## config.mk

```make
export PLATFORM = sky130hd
export DESIGN_NAME = interval_timer_counter_core
export DESIGN_NICKNAME = d
export VERILOG_FILES = /design/src/hw/timer_core_pkg.sv /design/src/hw/count_tick_gen.sv /design/src/hw/apb_reg_slave.sv /design/src/hw/interval_timer_counter_core.sv
export SDC_FILE = /design/constraint.sdc
export NUM_CORES = 1
export LEC_CHECK = 0
export BUFFER_PORTS_ARGS = -buffer_cell sky130_fd_sc_hd__buf_2
export CORE_ASPECT_RATIO = 1.75
export CORE_UTILIZATION = 54
export DETAILED_ROUTE_END_ITERATION = 8
export GPL_TIMING_DRIVEN = 1
export PLACE_DENSITY = 0.8
export SETUP_SLACK_MARGIN = 0.1
export SYNTH_ARGS = -nofsm -noshare
export SYNTH_HDL_FRONTEND = slang
export SYNTH_HIERARCHICAL = 1
export SYNTH_SLANG_ARGS = --single-unit
```

## constraint.sdc

```tcl
create_clock -name ref_clk -period 3.4 [get_ports ref_clk]
set_input_delay 0.34 -clock ref_clk [delete_from_list [all_inputs] [get_ports ref_clk]]
set_output_delay 0.34 -clock ref_clk [all_outputs]
set_load 0.05 [all_outputs]
```

## src/hw/timer_core_pkg.sv

```systemverilog
package timer_core_pkg;

	// ==========================================================
	// register map (byte addresses)
	localparam logic [7:0] ctrl_offset = 8'h00;
	localparam logic [7:0] compare_buffer0_offset = 8'h04;
	localparam logic [7:0] compare_buffer1_offset = 8'h08;
	localparam logic [7:0] count_offset = 8'h0c;
	localparam logic [7:0] status_offset = 8'h10;
	localparam logic [7:0] prescale_offset = 8'h14;

	// ==========================================================
	// control field positions
	localparam int ctrl_enable_bit = 0;
	localparam int ctrl_mode_lsb = 1;
	localparam int ctrl_unit0_bit = 4;
	localparam int ctrl_event_src_bit = 5;
	localparam int ctrl_edge_lsb = 6;
	localparam int ctrl_capture_clear_bit = 8;

	// ==========================================================
	// status field positions
	localparam int status_ovf_bit = 0;
	localparam int status_out0_bit = 1;
	localparam int status_out1_bit = 2;

	// ==========================================================
	// values
	localparam logic [15:0] count_all_ones = 16'hffff;
	localparam logic [15:0] count_zero = 16'h0000;
	localparam logic [15:0] ccr_reset = 16'hffff;
	localparam logic [15:0] prescale_reset = 16'h0000;

	typedef enum logic [2:0] {
		mode_interval = 3'b000,
		mode_event_count = 3'b001,
		mode_ext_trigger = 3'b010,
		mode_one_shot = 3'b011,
		mode_pwm = 3'b100,
		mode_free_run = 3'b101,
		mode_pulse_width = 3'b110,
		mode_reserved = 3'b111
	} mode_t;

	typedef enum logic [1:0] {
		edge_rising = 2'b00,
		edge_falling = 2'b01,
		edge_both = 2'b10,
		edge_none = 2'b11
	} edge_sel_t;

endpackage

```

## src/hw/count_tick_gen.sv

```systemverilog
`timescale 1ns/1ps
// count-clock enable: prescaler pulse or synchronised external edge
module count_tick_gen
	import timer_core_pkg::*;
#(
	parameter int prescale_width = 16
) (
	input wire logic ref_clk, // system clock
	input wire logic rst_n, // async reset, active low
	input wire logic run, // counting enabled
	input wire logic use_event, // 1: external edges, 0: prescaler
	input wire edge_sel_t edge_sel, // valid edge of event input
	input wire logic [prescale_width-1:0] prescale, // divide by prescale+1
	input wire logic event_count_input, // external event pin
	output logic tick // one-cycle count enable
);
	initial begin
		if (prescale_width < 1 || prescale_width > 16) $error("prescale_width out of range");
	end

	typedef struct packed {
		logic sync1;
		logic sync2;
		logic last;
		logic [prescale_width-1:0] div;
	} state_t;

	state_t st, next_st;
	logic rise, fall, edge_hit, div_hit;

	always_comb begin
		next_st = st;
		next_st.sync1 = event_count_input;
		next_st.sync2 = st.sync1;
		next_st.last = st.sync2;
		rise = st.sync2 & ~st.last;
		fall = ~st.sync2 & st.last;
		unique case (edge_sel)
			edge_rising: edge_hit = rise;
			edge_falling: edge_hit = fall;
			edge_both: edge_hit = rise | fall;
			edge_none: edge_hit = 1'b0;
		endcase
		div_hit = (st.div == prescale);
		if (!run || div_hit) begin
			next_st.div = '0;
		end else begin
			next_st.div = st.div + prescale_width'(1);
		end
		tick = run & (use_event ? edge_hit : div_hit);
	end

	always_ff @(posedge ref_clk or negedge rst_n) begin
		if (!rst_n) begin
			st <= '0;
		end else begin
			st <= next_st;
		end
	end
endmodule // count_tick_gen

```

## src/hw/apb_reg_slave.sv

```systemverilog
`timescale 1ns/1ps
// apb slave front end: one-cycle access, decode done by the core
module apb_reg_slave
	import timer_core_pkg::*;
(
	input wire logic ref_clk, // system clock
	input wire logic rst_n, // async reset, active low
	input wire logic psel, // apb select
	input wire logic penable, // apb access phase
	input wire logic pwrite, // apb direction
	input wire logic [7:0] paddr, // apb byte address
	input wire logic [31:0] pwdata, // apb write data
	output logic [31:0] prdata, // apb read data
	output logic pready, // apb ready
	output logic pslverr, // apb error
	input wire logic [31:0] rd_value, // value at paddr
	input wire logic addr_ok, // paddr is mapped
	output logic wr_en, // write strobe to core
	output logic [7:0] wr_addr, // write address
	output logic [31:0] wr_data // write data
);
	typedef struct packed {
		logic [31:0] rdata;
	} state_t;

	state_t st, next_st;

	always_comb begin
		next_st = st;
		if (psel && !penable && !pwrite) begin
			next_st.rdata = addr_ok ? rd_value : 32'h0000_0000;
		end
		wr_en = psel & penable & pwrite & addr_ok;
		wr_addr = paddr;
		wr_data = pwdata;
		pready = 1'b1;
		pslverr = psel & penable & ~addr_ok;
		prdata = st.rdata;
	end

	always_ff @(posedge ref_clk or negedge rst_n) begin
		if (!rst_n) begin
			st <= '0;
		end else begin
			st <= next_st;
		end
	end
endmodule // apb_reg_slave

```

## src/hw/interval_timer_counter_core.sv

```systemverilog
// Decided for this implementation: the placing of the registers and register access over APB.
`timescale 1ns/1ps
// Overview of operation
// - event count mode: enable rise loads zero, each valid edge adds one
// - other modes start at all ones and roll to zero, one, two
// - match (except in free-run) or capture clears counter; start wrap raises no compare interrupt
// - all-ones wrap is overflow only in free-run and pulse-width modes
// - no overflow at start, on match clear at all ones, or capture clear
// - counter reads live while enabled; reads zero, holds all ones when off
// - three interrupt requests: channel 0, channel 1, overflow
// - both registers writable while running; mode picks anytime or batch, pulse-width mode neither
// - anytime modes copy register writes straight into compare buffers
// - batch modes load both buffers on buffer 0 match once register 1 written
// - mode 000 is interval mode, periodic channel 0 interrupt
// - interval start: all ones to zero, toggle output 0, load buffer 0
// - buffer 0 match clears counter, toggles output 0, raises channel 0
// - buffer 1 still loaded; its match toggles output 1, raises channel 1
// - equal registers give a 50% duty wave on output 1
// - register 0 at zero: counter stays zero, interrupt every count
// - only timer unit 0 drives output 0 pin in interval mode
// - register 0 all ones: match wrap raises channel 0, no overflow
module interval_timer_counter_core
	import timer_core_pkg::*;
#(
	parameter int prescale_width = 16
) (
	input wire logic ref_clk, // system clock, 40 MHz
	input wire logic rst_n, // async reset, active low
	input wire logic psel, // apb select
	input wire logic penable, // apb access phase
	input wire logic pwrite, // apb direction
	input wire logic [7:0] paddr, // apb byte address
	input wire logic [31:0] pwdata, // apb write data
	output logic [31:0] prdata, // apb read data
	output logic pready, // apb ready
	output logic pslverr, // apb error on unmapped address
	input wire logic event_count_input, // external event / capture pin
	output logic channel0_output, // timer output 0 (unit 0 only)
	output logic channel1_output, // timer output 1
	output logic channel0_irq, // channel 0 request pulse
	output logic channel1_irq, // channel 1 request pulse
	output logic overflow_irq // overflow request pulse
);
	initial begin
		if (prescale_width < 1 || prescale_width > 16) $error("prescale_width out of range");
	end

	// ==========================================================
	// state
	typedef struct packed {
		logic count_enable_bit;
		mode_t mode_select_field;
		logic unit0;
		logic event_src;
		edge_sel_t edge_sel;
		logic capture_clear;
		logic [15:0] capture_compare_reg0;
		logic [15:0] capture_compare_reg1;
		logic [15:0] compare_buffer0;
		logic [15:0] compare_buffer1;
		logic [15:0] count;
		logic started;
		logic batch_armed;
		logic overflow_flag;
		logic [prescale_width-1:0] prescale;
		logic cap_s1;
		logic cap_s2;
		logic cap_last;
		logic out0;
		logic out1;
		logic irq0;
		logic irq1;
		logic irq_ov;
	} state_t;

	state_t st, next_st;
	logic tick, wr_en, addr_ok, batch_mode, anytime, at_match0, at_match1;
	logic ovf_mode, cap_edge, do_capture, ovf_event;
	logic [7:0] wr_addr;
	logic [31:0] wr_data, rd_value;

	// ==========================================================
	// count clock
	count_tick_gen #(
		.prescale_width(prescale_width)
	) u_tick (
		.ref_clk(ref_clk),
		.rst_n(rst_n),
		.run(st.count_enable_bit),
		.use_event(st.event_src || st.mode_select_field == mode_event_count),
		.edge_sel(st.edge_sel),
		.prescale(st.prescale),
		.event_count_input(event_count_input),
		.tick(tick)
	);

	// ==========================================================
	// bus
	apb_reg_slave u_apb (
		.ref_clk(ref_clk),
		.rst_n(rst_n),
		.psel(psel),
		.penable(penable),
		.pwrite(pwrite),
		.paddr(paddr),
		.pwdata(pwdata),
		.prdata(prdata),
		.pready(pready),
		.pslverr(pslverr),
		.rd_value(rd_value),
		.addr_ok(addr_ok),
		.wr_en(wr_en),
		.wr_addr(wr_addr),
		.wr_data(wr_data)
	);

	always_comb begin
		addr_ok = 1'b1;
		rd_value = 32'h0000_0000;
		unique case (paddr)
			ctrl_offset: begin
				rd_value[ctrl_enable_bit] = st.count_enable_bit;
				rd_value[ctrl_mode_lsb +: 3] = st.mode_select_field;
				rd_value[ctrl_unit0_bit] = st.unit0;
				rd_value[ctrl_event_src_bit] = st.event_src;
				rd_value[ctrl_edge_lsb +: 2] = st.edge_sel;
				rd_value[ctrl_capture_clear_bit] = st.capture_clear;
			end
			compare_buffer0_offset: rd_value[15:0] = st.capture_compare_reg0;
			compare_buffer1_offset: rd_value[15:0] = st.capture_compare_reg1;
			count_offset: rd_value[15:0] = st.count_enable_bit ? st.count : count_zero;
			status_offset: begin
				rd_value[status_ovf_bit] = st.overflow_flag;
				rd_value[status_out0_bit] = st.out0;
				rd_value[status_out1_bit] = st.out1;
			end
			prescale_offset: rd_value[prescale_width-1:0] = st.prescale;
			default: addr_ok = 1'b0;
		endcase
	end

	// ==========================================================
	// counter core
	always_comb begin
		next_st = st;
		next_st.irq0 = 1'b0;
		next_st.irq1 = 1'b0;
		next_st.irq_ov = 1'b0;
		next_st.cap_s1 = event_count_input;
		next_st.cap_s2 = st.cap_s1;
		next_st.cap_last = st.cap_s2;
		batch_mode = (st.mode_select_field == mode_ext_trigger) || (st.mode_select_field == mode_pwm);
		anytime = !batch_mode && st.mode_select_field != mode_pulse_width;
		ovf_mode = (st.mode_select_field == mode_free_run) || (st.mode_select_field == mode_pulse_width);
		at_match0 = st.started && st.count == st.compare_buffer0 && st.mode_select_field != mode_pulse_width;
		at_match1 = st.started && st.count == st.compare_buffer1 && st.mode_select_field != mode_pulse_width;
		cap_edge = st.cap_s2 & ~st.cap_last;
		do_capture = st.count_enable_bit && st.started && cap_edge && st.mode_select_field == mode_pulse_width;
		ovf_event = 1'b0;

		// register writes
		if (wr_en) begin
			unique case (wr_addr)
				ctrl_offset: begin
					next_st.count_enable_bit = wr_data[ctrl_enable_bit];
					next_st.mode_select_field = mode_t'(wr_data[ctrl_mode_lsb +: 3]);
					next_st.unit0 = wr_data[ctrl_unit0_bit];
					next_st.event_src = wr_data[ctrl_event_src_bit];
					next_st.edge_sel = edge_sel_t'(wr_data[ctrl_edge_lsb +: 2]);
					next_st.capture_clear = wr_data[ctrl_capture_clear_bit];
				end
				compare_buffer0_offset: begin
					next_st.capture_compare_reg0 = wr_data[15:0];
					if (anytime) next_st.compare_buffer0 = wr_data[15:0];
				end
				compare_buffer1_offset: begin
					next_st.capture_compare_reg1 = wr_data[15:0];
					if (anytime) next_st.compare_buffer1 = wr_data[15:0];
					if (batch_mode) next_st.batch_armed = 1'b1;
				end
				status_offset: if (wr_data[status_ovf_bit]) next_st.overflow_flag = 1'b0;
				prescale_offset: next_st.prescale = wr_data[prescale_width-1:0];
				default: ;
			endcase
		end

		if (!st.count_enable_bit) begin
			next_st.count = count_all_ones;
			next_st.started = 1'b0;
			next_st.batch_armed = 1'b0;
		end else if (!st.started) begin
			if (st.mode_select_field == mode_event_count) begin
				next_st.count = count_zero;
				next_st.started = 1'b1;
				next_st.compare_buffer0 = st.capture_compare_reg0;
				next_st.compare_buffer1 = st.capture_compare_reg1;
			end else if (tick) begin
				next_st.count = count_zero;
				next_st.started = 1'b1;
				next_st.compare_buffer0 = st.capture_compare_reg0;
				next_st.compare_buffer1 = st.capture_compare_reg1;
				if (st.mode_select_field == mode_interval) next_st.out0 = ~st.out0;
			end
		end else if (do_capture) begin
			next_st.capture_compare_reg0 = st.count;
			next_st.irq0 = 1'b1;
			if (st.capture_clear) next_st.count = count_zero;
		end else if (tick) begin
			if (at_match0 && st.mode_select_field != mode_free_run) begin
				next_st.count = count_zero;
				next_st.out0 = ~st.out0;
			end else begin
				next_st.count = st.count + 16'h0001;
				ovf_event = ovf_mode && st.count == count_all_ones;
			end
			if (at_match0) begin
				next_st.irq0 = 1'b1;
				if (batch_mode && st.batch_armed) begin
					next_st.compare_buffer0 = st.capture_compare_reg0;
					next_st.compare_buffer1 = st.capture_compare_reg1;
					next_st.batch_armed = 1'b0;
				end
			end
			if (at_match1) begin
				next_st.irq1 = 1'b1;
				next_st.out1 = ~st.out1;
			end
		end

		if (ovf_event) begin
			next_st.overflow_flag = 1'b1;
			next_st.irq_ov = 1'b1;
		end
	end

	always_ff @(posedge ref_clk or negedge rst_n) begin
		if (!rst_n) begin
			st <= '0;
			st.mode_select_field <= mode_interval;
			st.edge_sel <= edge_rising;
			st.capture_compare_reg0 <= ccr_reset;
			st.capture_compare_reg1 <= ccr_reset;
			st.compare_buffer0 <= ccr_reset;
			st.compare_buffer1 <= ccr_reset;
			st.count <= count_all_ones;
			st.prescale <= prescale_width'(prescale_reset);
		end else begin
			st <= next_st;
		end
	end

	always_comb begin
		channel0_output = st.unit0 & st.out0;
		channel1_output = st.out1;
		channel0_irq = st.irq0;
		channel1_irq = st.irq1;
		overflow_irq = st.irq_ov;
	end
endmodule // interval_timer_counter_core

```

# ---- Word-level counts from Yosys, hierarchy flattened
# Cells that the tools add are included.
dict set report op_classes {
  add_sub_neg 2
  multipliers 0
  n_div 0
  n_lt_le_gt_ge 0
  eq_ne 25
  n_shift 0
  mux 64
  bitwise 15
  reduce_logical 36
}
# operator count
set ops {}
lappend ops {{16-bit 2-to-1 mux} 16}
lappend ops {{32-bit 2-to-1 mux} 4}
lappend ops {{49-bit 2-to-1 mux} 2}
lappend ops {{48-bit 2-to-1 mux} 2}
lappend ops {{64-bit 2-to-1 mux} 1}
lappend ops {{16-bit == test} 3}
lappend ops {{18-bit 2-to-1 mux} 2}
lappend ops {{16-bit by 1-bit adder with 16-bit output (second input constant)} 2}
lappend ops {{6-bit case mux with 5 select lines} 1}
lappend ops {{1-bit 2-to-1 mux} 29}
lappend ops {{7-bit case mux with 4 select lines} 1}
lappend ops {{3-bit case mux with 6 select lines} 1}
lappend ops {{16-bit == test (second input constant)} 1}
lappend ops {{8-bit by 4-bit == test with 1-bit output (second input constant)} 2}
lappend ops {{8-bit by 5-bit == test with 1-bit output (second input constant)} 2}
lappend ops {{1-bit logical AND} 13}
lappend ops {{3-bit == test (second input constant)} 3}
lappend ops {{1-bit bitwise AND} 8}
lappend ops {{8-bit by 3-bit == test with 1-bit output (second input constant)} 1}
lappend ops {{8-bit zero test} 1}
lappend ops {{4-bit by 2-bit inequality test with 1-bit output (second input constant)} 2}
lappend ops {{2-bit nonzero test} 4}
lappend ops {{2-bit 2-to-1 mux} 3}
lappend ops {{3-bit inequality test (second input constant)} 2}
lappend ops {{20 further kinds} 36}
dict set report totals {
  reg_bits 164
  latchBits 0
  mem_bits_rw 0
  mem_bits_ro 0
  inputBits 46
  output_inout_bits 39
  word_cells 167
  n_memories 0
}

# ---- Logic depth before layout (Yosys ltp)
# Gate-level depths: netlist (run 1).
dict set report logic_depth {
  ltp_word 13
  mapped_depth 16
  ltp_nobuf 11
}

# ---- Hierarchy
# Netlist (run 1), hierarchy kept.
# mod instances cells_per_inst area_each_um2 seq_area_each_um2
set modules_own_cells {}
lappend modules_own_cells {interval_timer_counter_core 1 576 6537.5 3002.9}
lappend modules_own_cells {apb_reg_slave 1 183 1791.7 800.8}
lappend modules_own_cells {count_tick_gen 1 110 1092.3 475.5}

# ---- Worst setup path after synthesis (run 1)
# No wires, ideal clock.
dict set report synth_path {
  path_type {input -> register}
  startpoint {input paddr[4]}
  endpoint {register, netlist name st[64]}
  setup_time_ps 82
  arrival_time_ps 3280
  required_time_ps 3318
  slack_ps 37
  path_stages 16
  n_path_buf 5
  cell_sequence {clkbuf_1 -> nand2b_1 -> nor4_1 -> nor2_1 -> nor3_1 -> buf_2 -> buf_2 -> nand2_1 -> nor2_1 -> nor4b_4 -> nand4b_1 -> buf_2 -> nor2_2 -> buf_2 -> mux2_2 -> mux2_4}
}
# element line_no
set synth_lines {}
lappend synth_lines {{start, declared} interval_timer_counter_core.sv:32} ;# input wire logic [7:0] paddr,

==> flow_summary_export.csv, run 1 <==
group,metric,value,unit
clock_network,clk_pin_slew_worst_paths,0.07,ns
power_and_ir_drop,p_sw_share,23.9,%
sta,finClkSkew,0.0121,ns
sta,finalSetupTns,0,ns
critical_path,cp_data_required_time,3.69,ns
clock_network,clock_sinks,167,
power_and_ir_drop,power_frac_comb,3.7,%
critical_path,worst-path-buf-inv,1,
power_and_ir_drop,powerDensity,401,nW/um^2
final_layout,area_growth,10.7,%
critical_path,crit_chain,"xnor2_1 > nand4_1 > o41ai_1 > and3_2 > inv_1 > a21oi_1 > or2_2 > a311oi_1 > a2111oi_0",
floorplan,die_x,101,um
flow_run,max_cap_viol_count,0,
clock_network,cts_setup_buffers,0,
critical_path,end_kind,"register",
critical_path,crit_type,"register to register",
floorplan,die_area,17800,um^2
synth,ys_warn_count,6,
sta,slew_viol_final,0,
final_layout,fin_nets,950,
sta,period_needed,3.06,ns
global_routing,gr-usage-all-layers,28.4,%
routing,drtAntennaViolNets,0,
floorplan,initial_core_util,55.1,%
critical_path,max_stage_delay,0.43,ns
global_routing,first_global_vias,6930,
synth,syn_area_per_cell,10.9,um^2
critical_path,cp_max_fo,11,
status,status,"complete, no violations",
routing,wl,23500,um
critical_path,cp-start-kind,"register",
sta,rsz0062_at_grt,"no",
routing,drc,0,
floorplan,core_area,16900,um^2
power_and_ir_drop,p_int,3.14,mW
sta,tightest_slew,0.971,ns
routing,wl_per_cell,20.7,um
clock_network,tritoncts,"built",
final_layout,regArea,4280,um^2
routing,drt_pass1_iterations,5,
routing,route.vias.total,6763,
power_and_ir_drop,max-vdd-ir-drop,310,uV
critical_path,crit_family,"compound AO/OA/AOI/OAI gates",
floorplan,die_h,176,um
routing,drtIter0Drc,523,
clock_network,insertion_delay,0.44,ns
clock_network,numCtsBuffers,17,
critical_path,crit_slowest_cell,"dfrtp_1",
final_layout,multiInputGateArea,4400,um^2
critical_path,worstPathArrival,3.35,ns
synth,netlist_area,9300,um^2
final_layout,fill_cells,1392,
placement,hpwl,16300,um
final_layout,drive_above_1_share,36.3,%
clock_network,cts_max_level,4,
global_routing,grt_max_degree,81,
power_and_ir_drop,p_seq_share,48.6,%
final_layout,layout_commonest_cell,"nand2_1",
floorplan,placementRows,63,
sta,period_share,89.9,%
power_and_ir_drop,power_frac_clock,47.8,%
floorplan,pin_count,85,
routing,avgViaCountPerCell,5.93,
hold_path,holdCritPathClass,"input pin to register",
sta,slew_headroom,35.3,%
clock_network,root_buffer,"clkbuf_16",
sta,finalSetupViolCount,0,
global_routing,antenna_found_initial,0,
power_and_ir_drop,power,4.13,mW
power_and_ir_drop,power.leakage,4.66,nW
final_layout,final_cell_mix,"94 x nand2_1, 87 x dfrtp_1, 80 x dfstp_2, 76 x mux2_2, 66 x buf_2",
clock_network,clk_path_buf_depth,2,
sta,fmax,0.327,GHz
final_layout,antenna-diode-count,0,
placement,portBuffers,67,
power_and_ir_drop,netSwitchingPower,0.986,mW
placement,gp_congestion,0.880,
sta,hold_viol,0,
global_routing,overflow,0,
global_routing,grt_pass1_wl,37500,um
synth,netlist_instances,853,
[final cells by class]
type                            instances  share of cell area, %
Multi-Input combinational cell        572                   42.7
Clock inverter                         14                   1.59
Tap cell                              227                   2.76
Clock buffer                           18                   4.17
Inverter                               47                   1.71
Sequential cell                       167                   41.6
Timing Repair Buffer                   95                   5.50
[power by group through the flow]
stage                     sequential [mW]  combinational, mW  clock [mW]
after floorplan                      2.05             0.0750           0
after global placement               2.04              0.149           0
after detailed placement             2.04              0.152           0
after CTS                            2.00              0.154        2.01
after global routing                 2.00              0.168        2.09
final                                2.00              0.152        1.97
[flip-flops by register name, indices dropped and copies added, names as in the netlist]
register	flops
st	110
u_tick/st	17
channel0_irq	1
next_st	2
overflow_irq	1
u_apb/prdata	32
u_tick/next_st	2
channel1_output	1
channel1_irq	1
[per-stage QoR]
stage	hold slack, ns	util (%)	setup slack [ns]	area [um^2]	cells
after floorplan	0.0444	-	0.129	9360	868
after global placement	0.334	57.5	0.432	9690	1107
after detailed placement	0.336	57.5	0.350	9690	1107
after CTS	0.00129	61.0	0.332	10300	1140
after global routing	0.000756	61.1	0.196	10300	1140
final	0.0166	61.1	0.345	10300	1140
[final timing paths]
check                                             startpoint                            to  slack (ns)  cells after the start
min in group asynchronous                              rst_n  u_apb/prdata[19]$_DFFE_PN0P_        0.50                      2
worst min-delay path                       event_count_input  u_tick/next_st[17]$_DFF_PN0_        0.02                      1
worst min register to register  u_tick/next_st[17]$_DFF_PN0_  u_tick/next_st[16]$_DFF_PN0_        0.35                      0
worst max register to register       u_tick/st[12]$_DFF_PN0_            st[30]$_DFFE_PN1P_        0.34                      9
worst max-delay path                 u_tick/st[12]$_DFF_PN0_            st[30]$_DFFE_PN1P_        0.34                      9
max in group asynchronous                              rst_n            st[28]$_DFFE_PN1P_        2.01                      3
[what timing repair did]
action                                 CTS  global route
hold buffers                             1             0
setup endpoints to repair                0             1
endpoints found under the hold margin   18             0
resized for setup                        0             1
[routing by layer]
metal | vias to the layer above | share of wire [%] | track usage (%) | wire length, um
li1 | 3053 | - | - | -
met1 | 3322 | 38 | 32.3 | 8860
met2 | 299 | 52 | 48.3 | 12300
met3 | 89 | 4.7 | 4.85 | 1110
met4 | 0 | 5.3 | 18.4 | 1250
met5 | - | 0 | 0 | 0
Power figures use the tool's default switching activity.
==> inputs of run 2 (changes only) <==
--- a/config.mk
+++ b/config.mk
@@ -5,6 +5,7 @@
 export SDC_FILE = /design/constraint.sdc
 export NUM_CORES = 1
 export LEC_CHECK = 0
+export ABC_AREA = 1
 export BUFFER_PORTS_ARGS = -buffer_cell sky130_fd_sc_hd__buf_2
 export CORE_ASPECT_RATIO = 1.75
 export CORE_UTILIZATION = 54
==> flow_summary_export.csv, run 2 <==
group,metric,value,unit
floorplan,die_x,110,um
global_routing,grt_max_degree,76,
global_routing,antenna_found_initial,0,
hold_path,holdCritPathClass,"input pin to register",
placement,dp_slack,0.263,ns
synth,syn_area_per_cell,7.11,um^2
sta,finalSetupViolCount,0,
synth,netlist_instances,1555,
clock_network,cts_max_level,4,
critical_path,worstPathArrival,3.23,ns
final_layout,fin_util,59.4,%
routing,drt_pass1_iterations,7,
sta,finalSetupTns,0,ns
critical_path,cp-start-kind,"register",
floorplan,core_area,19900,um^2
clock_network,numCtsBuffers,17,
global_routing,gr-usage-all-layers,35.1,%
placement,gp_congestion,1.03,
power_and_ir_drop,powerDensity,428,nW/um^2
routing,avgViaCountPerCell,5.68,
global_routing,grt_pass1_wl,54000,um
critical_path,cp_max_fo,32,
final_layout,drive_above_1_share,20.7,%
clock_network,root_buffer,"clkbuf_16",
final_layout,top_register,"st",
sta,hold_viol,0,
placement,portBuffers,67,
final_layout,antenna-diode-count,0,
final_layout,layout_commonest_cell,"nand2_1",
clock_network,cts_setup_buffers,0,
power_and_ir_drop,power,5.06,mW
clock_network,cts_resized,0,
routing,drtAntennaViolNets,0,
critical_path,reg2reg_depth,14,
final_layout,area_growth,7.04,%
routing,wl,35100,um
final_layout,fin_nets,1635,
status,status,"complete, no violations",
power_and_ir_drop,max-vdd-ir-drop,349,uV
synth,ys_warn_count,6,
sta,setup_slack,0.538,ns
sta,finClkSkew,0.0166,ns
floorplan,die_h,191,um
hold_path,hold_depth,1,
global_routing,first_global_vias,10100,
floorplan,initial_core_util,55.5,%
critical_path,crit_type,"register to register",
critical_path,max_stage_delay,0.48,ns
critical_path,cp_data_required_time,3.77,ns
sta,tightest_slew,0.751,ns
sta,fmax,0.349,GHz
critical_path,end_kind,"register",
floorplan,pin_count,85,
critical_path,cp_common_cell,"nand2_1",
floorplan,placementRows,68,
sta,slew_viol_final,0,
sta,rsz0062_at_grt,"no",
sta,slew_headroom,49.5,%
final_layout,largest_reg_flops,110,
final_layout,final_cell_mix,"442 x nand2_1, 204 x inv_1, 141 x nand3_1, 118 x o21ai_0, 111 x nor2_1",
flow_run,max_cap_viol_count,0,
clock_network,insertion_delay,0.44,ns
critical_path,crit_chain,"inv_2 > nand2_1 > nand2_1 > o21ai_0 > nand2_1 > a21oi_1 > buf_4 > inv_1 > nand2_1 > buf_4 > nand3_1 > nand2_1 > inv_1 > nand2_2",
routing,drc,0,
clock_network,clock_sinks,167,
global_routing,overflow,0,
clock_network,tritoncts,"built",
clock_network,clk_path_buf_depth,2,
sta,period_needed,2.86,ns
floorplan,die_area,21100,um^2
critical_path,crit_slowest_cell,"dfrtp_1",
routing,drtIter0Drc,897,
power_and_ir_drop,power.leakage,6.48,nW
sta,period_share,84.2,%
routing,route.vias.total,10500,
placement,hpwl,24700,um
routing,wl_per_cell,19.1,um
clock_network,clk_pin_slew_worst_paths,0.07,ns
synth,netlist_area,11000,um^2
==> run 2: layout make-up <==
cell class | instances | area [um^2]
fill | 1860 | 8080
multi-input combinational | 1076 | 5270
sequential | 167 | 4280
inverter | 232 | 871
timing repair buffer | 91 | 537
clock buffer | 18 | 429
tap | 245 | 307
clock inverter | 14 | 134
==> run 2: per-layer routing <==
layer | track usage, % | vias up | part of all wire, % | routed length (um)
li1 | - | 4944 | - | -
met1 | 38.0 | 4796 | 36 | 12600
met2 | 57.4 | 560 | 48 | 16700
met3 | 7.23 | 162 | 7.6 | 2660
met4 | 29.7 | 0 | 9.1 | 3180
met5 | 0 | - | 0 | 0
==> run 2: what timing repair did <==
action,CTS,global route
setup endpoints to repair,0,0
endpoints found under the hold margin,35,0
hold buffers,1,0
==> run 2: worst max-delay path: cells and delay by family, from the launching register on <==
family                 cells  cell delay, ns
AOI/OAI and AO/OA          2            0.39
buffers and inverters      5            0.93
DFF                        1            0.48
and+or+nand+nor            7            0.98
==> run 2: worst paths after layout <==
kind	from	end	slack, ns
worst max-delay path	st[114]$_DFFE_PN0P_	st[51]$_DFF_PN1_	0.54
worst min-delay path	event_count_input	next_st[6]$_DFF_PN0_	0.03
worst max register to register	st[114]$_DFFE_PN0P_	st[51]$_DFF_PN1_	0.54
worst min register to register	next_st[6]$_DFF_PN0_	next_st[5]$_DFF_PN0_	0.36
max in group asynchronous	rst_n	st[102]$_DFF_PN1_	1.90
min in group asynchronous	rst_n	st[18]$_DFFE_PN0P_	0.49
==> run 2: metrics by stage <==
stage | hold WS, ns | cell area, um^2 | instances
2_1_floorplan | 0.0444 | 11100 | 1570
3_3_place_gp | 0.332 | 11300 | 1810
3_5_place_dp | 0.343 | 11300 | 1810
4_1_cts | 0.0229 | 11800 | 1843
5_1_grt | 0.0243 | 11800 | 1843
6_report | 0.0332 | 11800 | 1843
==> run 2: power breakdown <==
group          leakage (nW)  internal [mW]  switching (mW)
combinational          4.17          0.230           0.616
sequential             2.02           2.12           0.174
clock                 0.283           1.03           0.896
